===== src/rtl/dpd_pkg.sv =====
// Package: register map, field layout, reset values and types for display PLL divisor control
package dpd_pkg;

    // ********************************
    // Register offsets (byte addresses)
    // ********************************
    localparam logic [15:0] DPD_SET0_DIV_OFS = 16'h6000;
    localparam logic [15:0] DPD_SET1_DIV_OFS = 16'h6004;
    localparam logic [15:0] DPD_SET2_DIV_OFS = 16'h6008;
    localparam logic [15:0] DPD_PANEL_DIV_OFS = 16'h600c;
    localparam logic [15:0] DPD_POST_SEL_OFS = 16'h6010;
    localparam logic [15:0] DPD_SRC_SEL_OFS = 16'h6014;
    localparam logic [15:0] DPD_PANEL_CTL_OFS = 16'h6018;

    // ********************************
    // Field positions
    // ********************************
    localparam int DPD_N_LSB = 16;
    localparam int DPD_N_MSB = 25;
    localparam int DPD_M_LSB = 0;
    localparam int DPD_M_MSB = 9;
    localparam int DPD_POST_LSB = 4;
    localparam int DPD_POST_MSB = 6;
    localparam int DPD_LOOP_BIT = 2;
    localparam int DPD_SRC_LSB = 2;
    localparam int DPD_SRC_MSB = 3;
    localparam int DPD_PANEL_EN_HI = 31;
    localparam int DPD_PANEL_EN_LO = 0;
    localparam int DPD_PANEL_BYTE = 3;
    localparam int DPD_NUM_SETS = 4;

    // ********************************
    // Masks and reset values
    // ********************************
    localparam logic [31:0] DPD_DIV_MASK = 32'h03ff03ff;
    localparam logic [7:0] DPD_POST_BYTE_MASK = 8'h74;
    localparam logic [31:0] DPD_SET0_DIV_RST = 32'h00030013;
    localparam logic [31:0] DPD_SET1_DIV_RST = 32'h00100053;
    localparam logic [31:0] DPD_SET2_DIV_RST = 32'h00030013;
    localparam logic [31:0] DPD_PANEL_DIV_RST = 32'h00030013;
    localparam logic [31:0] DPD_POST_SEL_RST = 32'h40404040;
    localparam logic [1:0] DPD_SRC_SEL_RST = 2'h0;

    // Active set index
    typedef enum logic [1:0] {
        DPD_SET_ZERO,
        DPD_SET_ONE,
        DPD_SET_TWO,
        DPD_SET_PANEL
    } dpd_set_e;

    // One VCO register file entry
    typedef struct packed {
        logic [9:0] n_div;
        logic [9:0] m_div;
        logic [2:0] post_div;
        logic loop_div16;
    } dpd_vco_s;

    // Register-bus write/read request
    typedef struct packed {
        logic wr;
        logic rd;
        logic [15:0] addr;
        logic [31:0] wdata;
        logic [3:0] be;
    } dpd_req_s;

endpackage


===== src/rtl/dpd_vco_file.sv =====
// VCO register file: one registered entry per clock set with a registered read port
`timescale 1ns/10ps
module dpd_vco_file
    import dpd_pkg::*;
(
    // Clock and reset
    input wire logic clk,
    input wire logic rst,
    // Load port, one enable per set
    input wire logic [DPD_NUM_SETS-1:0] load,
    input dpd_vco_s load_data [DPD_NUM_SETS],
    // Read port
    input wire logic [1:0] rd_sel,
    output dpd_vco_s rd_data
);

    dpd_vco_s entry_reg [DPD_NUM_SETS];
    dpd_vco_s entry_next [DPD_NUM_SETS];
    dpd_vco_s rd_reg;
    dpd_vco_s rd_next;
    dpd_vco_s rst_val [DPD_NUM_SETS];
    logic [31:0] div_rst_val [DPD_NUM_SETS];

    // Reset image mirrors the staging registers' reset contents
    assign div_rst_val[0] = DPD_SET0_DIV_RST;
    assign div_rst_val[1] = DPD_SET1_DIV_RST;
    assign div_rst_val[2] = DPD_SET2_DIV_RST;
    assign div_rst_val[3] = DPD_PANEL_DIV_RST;
    for (genvar g = 0; g < DPD_NUM_SETS; g++) begin : g_rst_val
        assign rst_val[g] = '{
            n_div: div_rst_val[g][DPD_N_MSB:DPD_N_LSB],
            m_div: div_rst_val[g][DPD_M_MSB:DPD_M_LSB],
            post_div: DPD_POST_SEL_RST[8*g+DPD_POST_LSB +: 3],
            loop_div16: DPD_POST_SEL_RST[8*g+DPD_LOOP_BIT]
        };
    end

    // Next entries: whole entry is replaced at once so the PLL never sees half an update
    always_comb begin
        for (int i = 0; i < DPD_NUM_SETS; i++) begin
            entry_next[i] = load[i] ? load_data[i] : entry_reg[i];
        end
        rd_next = entry_next[rd_sel];
    end

    // Register the entries and the read data
    always_ff @(posedge clk) begin
        if (rst) begin
            for (int i = 0; i < DPD_NUM_SETS; i++) begin
                entry_reg[i] <= rst_val[i];
            end
            rd_reg <= rst_val[0];
        end else begin
            for (int i = 0; i < DPD_NUM_SETS; i++) begin
                entry_reg[i] <= entry_next[i];
            end
            rd_reg <= rd_next;
        end
    end

    assign rd_data = rd_reg;

endmodule


===== src/rtl/dpd_ctrl.sv =====
// Display PLL divisor control: staging registers, trigger writes and active-set selection
`timescale 1ns/10ps

module dpd_ctrl
    import dpd_pkg::*;
(
    // Clock and reset
    input wire logic CLK,
    input wire logic RST,
    // Register access
    input wire logic REG_WR,
    input wire logic REG_RD,
    input wire logic [15:0] REG_ADDR,
    input wire logic [31:0] REG_WDATA,
    input wire logic [3:0] REG_BE,
    output logic [31:0] REG_RDATA,
    output logic REG_RVALID,
    // Clock synthesizer side
    output logic [9:0] PLL_N_DIV,
    output logic [9:0] PLL_M_DIV,
    output logic [2:0] PLL_POST_DIV,
    output logic PLL_LOOP_DIV16,
    output logic [1:0] PLL_ACTIVE_SET
);

    // ********************************
    // Staging registers
    // ********************************
    logic [31:0] div_reg [DPD_NUM_SETS];
    logic [31:0] div_next [DPD_NUM_SETS];
    logic [31:0] post_reg;
    logic [31:0] post_next;
    logic [1:0] src_reg;
    logic [1:0] src_next;
    logic [31:0] panel_ctl_reg;
    logic [31:0] panel_ctl_next;
    logic [31:0] rdata_reg;
    logic [31:0] rdata_next;
    logic rvalid_reg;
    logic rvalid_next;
    logic [1:0] active_reg;
    logic [1:0] active_next;

    logic [DPD_NUM_SETS-1:0] vco_load;
    dpd_vco_s vco_data [DPD_NUM_SETS];
    dpd_vco_s vco_rd;
    logic [31:0] div_rst [DPD_NUM_SETS];
    logic src_wr;
    logic panel_sel;
    logic [DPD_NUM_SETS-1:0] div_wr;
    logic post_wr;
    logic panel_wr;

    // ********************************
    // Reset images and address decode
    // ********************************
    // Staging reset values, one per set, in set order
    assign div_rst[0] = DPD_SET0_DIV_RST;
    assign div_rst[1] = DPD_SET1_DIV_RST;
    assign div_rst[2] = DPD_SET2_DIV_RST;
    assign div_rst[3] = DPD_PANEL_DIV_RST;

    // Source select field lives in byte 0 of its register
    assign src_wr = REG_WR && (REG_ADDR == DPD_SRC_SEL_OFS) && REG_BE[0];
    // One decode per register keeps staging and trigger logic in step
    assign post_wr = REG_WR && (REG_ADDR == DPD_POST_SEL_OFS);
    assign panel_wr = REG_WR && (REG_ADDR == DPD_PANEL_CTL_OFS);

    // Divisor registers are one word apart, panel divisor last
    for (genvar g = 0; g < DPD_NUM_SETS; g++) begin : g_div_hit
        assign div_wr[g] = REG_WR && (REG_ADDR == DPD_SET0_DIV_OFS + 16'(4 * g));
    end

    // ********************************
    // Register writes
    // ********************************
    // Divisor writes only touch staging; reserved bits are never stored
    always_comb begin
        for (int i = 0; i < DPD_NUM_SETS; i++) begin
            div_next[i] = div_reg[i];
            if (div_wr[i]) begin
                for (int b = 0; b < 4; b++) begin
                    if (REG_BE[b]) begin
                        div_next[i][8*b +: 8] = REG_WDATA[8*b +: 8] & DPD_DIV_MASK[8*b +: 8];
                    end
                end
            end
        end
        post_next = post_reg;
        if (post_wr) begin
            for (int b = 0; b < 4; b++) begin
                if (REG_BE[b]) begin
                    post_next[8*b +: 8] = REG_WDATA[8*b +: 8] & DPD_POST_BYTE_MASK;
                end
            end
        end
        src_next = src_wr ? REG_WDATA[DPD_SRC_MSB:DPD_SRC_LSB] : src_reg;
        panel_ctl_next = panel_ctl_reg;
        if (panel_wr) begin
            for (int b = 0; b < 4; b++) begin
                if (REG_BE[b]) begin
                    panel_ctl_next[8*b +: 8] = REG_WDATA[8*b +: 8];
                end
            end
        end
    end

    // ********************************
    // Transfers into the VCO register file
    // ********************************
    // Loading from the next values makes divisor and post byte land in the same cycle
    for (genvar g = 0; g < DPD_NUM_SETS; g++) begin : g_vco_load
        // Post byte write of set g, or a source-select write with byte 0 enabled, loads set g
        assign vco_load[g] = (post_wr && REG_BE[g]) || src_wr;
        // Entry is built in one piece so the synthesizer never sees a mix of two sets
        assign vco_data[g] = '{
            n_div: div_next[g][DPD_N_MSB:DPD_N_LSB],
            m_div: div_next[g][DPD_M_MSB:DPD_M_LSB],
            post_div: post_next[8*g+DPD_POST_LSB +: 3],
            loop_div16: post_next[8*g+DPD_LOOP_BIT]
        };
    end

    dpd_vco_file u_vco_file (
        .clk(CLK),
        .rst(RST),
        .load(vco_load),
        .load_data(vco_data),
        .rd_sel(active_next),
        .rd_data(vco_rd)
    );

    // ********************************
    // Active set selection
    // ********************************
    // Panel override wins; otherwise bit 3 means set two regardless of bit 2
    always_comb begin
        panel_sel = panel_ctl_next[DPD_PANEL_EN_HI] && panel_ctl_next[DPD_PANEL_EN_LO];
        if (panel_sel) begin
            active_next = DPD_SET_PANEL;
        end else begin
            case (src_next)
                2'h0: active_next = DPD_SET_ZERO;
                2'h1: active_next = DPD_SET_ONE;
                2'h2, 2'h3: active_next = DPD_SET_TWO;
                default: active_next = DPD_SET_ZERO;
            endcase
        end
    end

    // ********************************
    // Register reads
    // ********************************
    // Reads show staged values, not what the PLL is running on
    // A read in the same cycle as a write returns the value from before the write
    always_comb begin
        rdata_next = 32'h0;
        rvalid_next = REG_RD;
        if (REG_RD) begin
            case (REG_ADDR)
                DPD_SET0_DIV_OFS: rdata_next = div_reg[0];
                DPD_SET1_DIV_OFS: rdata_next = div_reg[1];
                DPD_SET2_DIV_OFS: rdata_next = div_reg[2];
                DPD_PANEL_DIV_OFS: rdata_next = div_reg[3];
                DPD_POST_SEL_OFS: rdata_next = post_reg;
                DPD_SRC_SEL_OFS: rdata_next = {28'h0, src_reg, 2'h0};
                DPD_PANEL_CTL_OFS: rdata_next = panel_ctl_reg;
                default: rdata_next = 32'h0;
            endcase
        end
    end

    // ********************************
    // State registers
    // ********************************
    // Register all state
    always_ff @(posedge CLK) begin
        if (RST) begin
            for (int i = 0; i < DPD_NUM_SETS; i++) begin
                div_reg[i] <= div_rst[i];
            end
            post_reg <= DPD_POST_SEL_RST;
            src_reg <= DPD_SRC_SEL_RST;
            panel_ctl_reg <= 32'h0;
            rdata_reg <= 32'h0;
            rvalid_reg <= 1'b0;
            active_reg <= DPD_SET_ZERO;
        end else begin
            for (int i = 0; i < DPD_NUM_SETS; i++) begin
                div_reg[i] <= div_next[i];
            end
            post_reg <= post_next;
            src_reg <= src_next;
            panel_ctl_reg <= panel_ctl_next;
            rdata_reg <= rdata_next;
            rvalid_reg <= rvalid_next;
            active_reg <= active_next;
        end
    end

    // ********************************
    // Outputs
    // ********************************
    // Outputs straight from flip-flops
    assign REG_RDATA = rdata_reg;
    assign REG_RVALID = rvalid_reg;
    assign PLL_N_DIV = vco_rd.n_div;
    assign PLL_M_DIV = vco_rd.m_div;
    assign PLL_POST_DIV = vco_rd.post_div;
    assign PLL_LOOP_DIV16 = vco_rd.loop_div16;
    assign PLL_ACTIVE_SET = active_reg;

endmodule


===== config.mk =====
export PLATFORM = sky130hd
export DESIGN_NAME = dpd_ctrl
export DESIGN_NICKNAME = d
export VERILOG_FILES = /design/src/rtl/dpd_pkg.sv /design/src/rtl/dpd_vco_file.sv /design/src/rtl/dpd_ctrl.sv
export SDC_FILE = /design/constraint.sdc
export NUM_CORES = 1
export LEC_CHECK = 0
export BUFFER_PORTS_ARGS = -buffer_cell sky130_fd_sc_hd__buf_2
export CORE_MARGIN = 4
export CORE_UTILIZATION = 59
export CTS_CLUSTER_DIAMETER = 30
export CTS_CLUSTER_SIZE = 12
export DETAILED_ROUTE_END_ITERATION = 8
export PLACE_DENSITY = 0.8
export SLEW_MARGIN = 20
export SYNTH_ARGS = -nofsm -noshare
export SYNTH_HDL_FRONTEND = slang
export SYNTH_HIERARCHICAL = 1
export SYNTH_SLANG_ARGS = --single-unit

===== constraint.sdc =====
create_clock -name CLK -period 3.5 [get_ports CLK]
set_input_delay 0.525 -clock CLK [delete_from_list [all_inputs] [get_ports CLK]]
set_output_delay 0.525 -clock CLK [all_outputs]
set_load 0.02 [all_outputs]

**Yosys cells after proc, flatten, opt, wreduce, memory -nomap -nowiden**

Memory sizes are Yosys's and may differ from the RTL's.
Cells that the tools add are included.

- Input port bits: 56
- Register bits: 109
- Logic and storage cells: 113
- Memories kept: 2
- Output and inout port bits: 59
- RAM bits: 224

- Mux-type cells: 52
- $lt $le $gt $ge: 1
- Bitwise logic cells: 10
- Eq/ne operators: 10
- Reductions and logical operators: 24

Memory list:

| name | depth | bits a word | rd ports | clocked after memory_dff | write ports | line | text |
|---|---|---|---|---|---|---|---|
| div_reg | 4 | 32 | 4 | 0 | 4 | dpd_ctrl.sv:29 | `logic [31:0] div_reg [DPD_NUM_SETS];` |
| u_vco_file.entry_reg | 4 | 24 | 4 | 0 | 4 | dpd_vco_file.sv:17 | `dpd_vco_s entry_reg [DPD_NUM_SETS];` |

Operator list:

| operator | count |
|---|---|
| $mux W32 | 9 |
| $mux W24 | 10 |
| $pmux W32 S7 | 1 |
| $mux W8 | 20 |
| $eq A16 B15 Y1 const B | 7 |
| $bmux W24 S2 | 1 |
| $mux W31 | 1 |
| $mux W7 | 4 |
| $logic_and A1 B1 Y1 | 13 |
| $or A1 B1 Y1 | 8 |
| $reduce_and A2 Y1 | 4 |
| $pmux W2 S3 | 1 |
| $eq A2 B2 Y1 const B | 2 |
| $logic_or A1 B1 Y1 | 4 |
| $mux W2 | 2 |
| $reduce_or A2 Y1 | 2 |
| $ge A3 B3 Y1 const B | 1 |
| $mux W1 | 3 |
| $not A2 Y3 | 1 |
| $eq A2 B1 Y1 const B | 1 |
| $logic_not A2 Y1 | 1 |
| $not A1 Y1 | 1 |

**Longest topological paths before layout**

- Word-level depth: 12
- Depth in mapped cells: 12

**By module**

The synthesis kept the hierarchy.

By module, submodules not included:

| module | sequential area each (µm²) | area each (µm²) | times used | cells an instance |
|---|---|---|---|---|
| dpd_ctrl | 3,303.2 | 7,030.5 | 1 | 684 |
| dpd_vco_file | 2,402.3 | 4,673.2 | 1 | 401 |

**Least setup slack after synthesis**

Ideal clock, no wire load.

- Kind: in2reg
- From: input REG_ADDR[1]
- To: register u_vco_file.rd_reg, in the netlist u_vco_file/rd_data[14]
- Data required time: 3,366 ps
- Library setup time: 134 ps
- Stages on the path: 7
- Path slack: 440 ps
- Arrival time: 2,925 ps
- Path buffers: 0
- Cell sequence: nor4_4 nand4_4 nor4_2 mux2_2 mux2i_1 a221oi_1 or4_1

RTL lines:

| element | line | text |
|---|---|---|
| start, declared | dpd_ctrl.sv:13 | `input wire logic [15:0] REG_ADDR,` |
| end signal, assigned | dpd_vco_file.sv:52 | `rd_reg <= rst_val[0];` |
| end signal, assigned | dpd_vco_file.sv:57 | `rd_reg <= rd_next;` |
| end, declared | dpd_vco_file.sv:19 | `dpd_vco_s rd_reg;` |

**Worst setup path after layout**

- From: input REG_ADDR[1]
- To: register u_vco_file.rd_reg, in the netlist u_vco_file/rd_data[3]

- Elaborated cells on any way between the ends: 34
- Those cells by class: eq/ne: 6; mux: 12; bitwise: 1; reduce/logical: 15

RTL lines:

| element | line | text |
|---|---|---|
| $eq A16 B15 Y1 | dpd_ctrl.sv:66 | `assign post_wr = REG_WR && (REG_ADDR == DPD_POST_SEL_OFS);` |
| $logic_and A1 B1 Y1 | dpd_ctrl.sv:66 |  |
| $mux W31 | dpd_ctrl.sv:90 | `if (post_wr) begin` |
| named net post_next[14] | dpd_ctrl.sv:32 | `logic [31:0] post_next;` |
| $mux W24 | dpd_vco_file.sv:41 | `entry_next[i] = load[i] ? load_data[i] : entry_reg[i];` |
| $bmux W24 S2 | dpd_vco_file.sv:43 | `rd_next = entry_next[rd_sel];` |
| $mux W24 (implied by the code) (2 in series) | dpd_vco_file.sv:43 |  |

The timed path passes the listed nets, and every way through them passes these cells. The select of a mux whose other input is x is not followed.
A chain may end at the register's enable or synchronous reset.

==> results.md <==
* Boundary Pins at 115
* GR Layer Usage met1 at 0.355
* Placed cell area at 12,700 µm²
* Congestion Overflow GR at 0
* Core Rows at 51
* Setup crit start: REG_ADDR[1]
* Die width at 149 µm
* Final Hold Vio Count at 0
* Multi-input logic area at 5660 µm²
* Yosys reg bits at 285
* Full die area at 22,200 µm²
* Initial Utilization at 0.601
* Drc violations at 0
* Register area at 5710 µm²
* Crit end category: flop
* Via count at 8,901
* Lkg Pwr at 5.50 nW
* RSZ-0062 raised after global routing: no
* Post-synth EDFFs at 0
* Yosys top cell by area: dfxtp_1
* CP Class: input port to flop
* First-pass GRT wire length at 48,700 µm
* Post-synth top flop: dfxtp_1
* Worst R2R Start: panel_ctl_reg[31]
* Critical Path RT at 3910 ps
* Post-layout minimum cycle time at 2990 ps
* Yosys Warn Count at 6
* Grt peak-use layer: met2
* Post-synthesis average cell area at 10.8 µm²
* Die height at 149 µm
* Post-DP HPWL at 20,400 µm
* Initial DRC Count at 816
* CTS Sinks at 285
* Buffer count from post-CTS setup fixing at 0
* Hold_sp: REG_WDATA[11]
* Pin count of the biggest net entering global routing at 144
* Final worst slack at 510 ps
* Status: complete, no violations
* Routed WL at 31,300 µm
* CP Data Arrival Time at 3400 ps
* Worst vdd ir at 0.426 mV
* Final Net Count at 1,282
* Maximum level of the CTS H-tree at 2
* Clk buf depth at 3
* Pwr Total at 8.38 mW
* Max frequency at 334 MHz
* Routability cong. at 0.919
* Total GRT Usage at 0.279
* Design Area, Final at 14,400 µm²
* Final Slew Violations at 0
* Top-area cell type share of the netlist area at 0.487
* Clock Latency Late Sink at 530 ps
* Count leader, synth: dfxtp_1
* CTS root buf: clkbuf_16
* Crit-path max FO at 15
* Distinct cells, synth at 50
* Post-Syn Instances at 1,085
* Synth top area cells: dfxtp_1 49%, mux2i_1 11%, mux2_2 9.0%
* Least-Margin Pin Slew at 917 ps
* PortBufs at 114
* Drt pass-1 iters at 5
* Post-CTS Hold Buffers at 0
* Clock Pin Slew Worst Setup and Hold Paths at 50 ps
* Layout cells sized above 1 at 0.328
* Synth-to-Final Area Change at 23.2%
* Setup violators final at 0
* Max_cap viols at 0
* Initial antenna violation count at 1
* CTS Buf Count at 49
* Async set-reset flop share out of synthesis at 0
* GR met3 Demand/Resource at 0.0562
* Syn nets at 1,141
* Place WS at 6.08 ps
* Sequential-to-total area share from yosys stat at 0.487
* Worst Skew at 11.8 ps
* GR Util met2 at 0.466
* CTS tree: built
* Filler Cells Inserted at 1,303
* Rel. slew slack at 0.389
* Vias in the first global route at 9,031
* Synthesized cell area at 11,700 µm²
* Total negative setup slack at 0 ps
* # resized after CTS at 0
* Crit start category: input port
* Total core area at 19,500 µm²
* Max reg flops at 96
* Top cells by instance count after synthesis: 285 x dfxtp_1, 137 x nor2_1, 123 x mux2i_1, 94 x mux2_2, 66 x nand2_1
* Vias/cell at 5.82
* Pwr/cell area at 581 nW/µm²
* Routed len/inst at 20.4 µm
* Antenna viol nets, final at 0
* Worst min path class: input port to flop
* Final period utilization at 0.854
## path summary, 6_finish.rpt
| check | depth (start not counted) | slack (ps) | endpoint |
|---|---|---|---|
| setup / recovery | 8 | 510 | u_vco_file/rd_data[3] |
| setup reg to reg | 7 | 1430 | u_vco_file/rd_data[7] |
| hold reg to reg | 2 | 450 | panel_ctl_reg[10] |
| hold / removal | 3 | 250 | panel_ctl_reg[11] |
## layout by cell type (no fill, tap or decap), types with 5 or more instances in the layout
| master | netlist | layout |
|---|---|---|
| buf_2 | 10 | 113 |
| buf_4 | 4 | 45 |
| nand2b_1 | 26 | 26 |
| a22oi_1 | 18 | 18 |
| or2_2 | 25 | 25 |
| mux2i_1 | 123 | 123 |
| clkbuf_1 | 45 | 8 |
| mux4_2 | 29 | 29 |
| nor2b_1 | 57 | 57 |
| a222oi_1 | 9 | 9 |
| dfxtp_1 | 285 | 285 |
| clkinvlp_4 | 0 | 5 |
| nor2_1 | 137 | 137 |
| or4_1 | 5 | 5 |
| nor4_2 | 6 | 8 |
| mux2_2 | 94 | 94 |
| nor4_1 | 10 | 8 |
| and2b_1 | 19 | 19 |
| nand2_1 | 66 | 66 |
| and3_1 | 5 | 5 |
| bufinv_16 | 0 | 8 |
| clkbuf_16 | 0 | 49 |
| a21oi_1 | 28 | 28 |
| clkbuf_8 | 0 | 8 |
| o21ai_0 | 14 | 14 |
## critical path, stage by stage
cell	delay, ps
buf_2	120
nor4_4	420
nand4_4	340
or4_1	720
mux2_4	350
mux2i_1	290
a221oi_1	150
or4_1	470
## cells by family (layout without fill, tap and decap cells)
logic type / Yosys count / in the layout / synth area share
flops: 285 / 285 / 0.487
compound gates: 86 / 86 / 0.0485
other cells: 0 / 1 / 0
mux: 248 / 248 / 0.254
simple gates: 390 / 390 / 0.176
buf+inv: 76 / 255 / 0.0342
## where the power goes
group / switching (mW) / total [mW] / internal, mW / leakage, nW
Combinational: 0.128 / 0.180 / 0.0522 / 2.37
Clock: 1.61 / 4.95 / 3.34 / 0.832
Sequential: 0.0000937 / 3.25 / 3.25 / 2.30
## metrics by stage
stage           util  cells  hold slack (ps)
6_report       0.741   1530              248
5_1_grt        0.741   1530              260
4_1_cts        0.741   1529              240
3_5_place_dp   0.652   1440              443
3_3_place_gp   0.652   1440              434
2_1_floorplan      -   1085              427
## metal layers
| layer | vias to the layer above | share of wire |
|---|---|---|
| li1 | 4075 | - |
| met1 | 4319 | 0.41 |
| met2 | 412 | 0.48 |
| met3 | 95 | 0.079 |
| met4 | 0 | 0.038 |
| met5 | - | 0 |
## layout make-up
type                            count  share of cell area
Sequential cell                   285               0.396
Multi-Input combinational cell    724               0.393
Clock buffer                       65              0.0947
Timing Repair Buffer              162              0.0676
Clock inverter                     24              0.0253
Tap cell                          265              0.0230
Inverter                            4             0.00104
Antenna cell                        1            0.000174
Note: power is estimated with default switching activity, not from simulation.
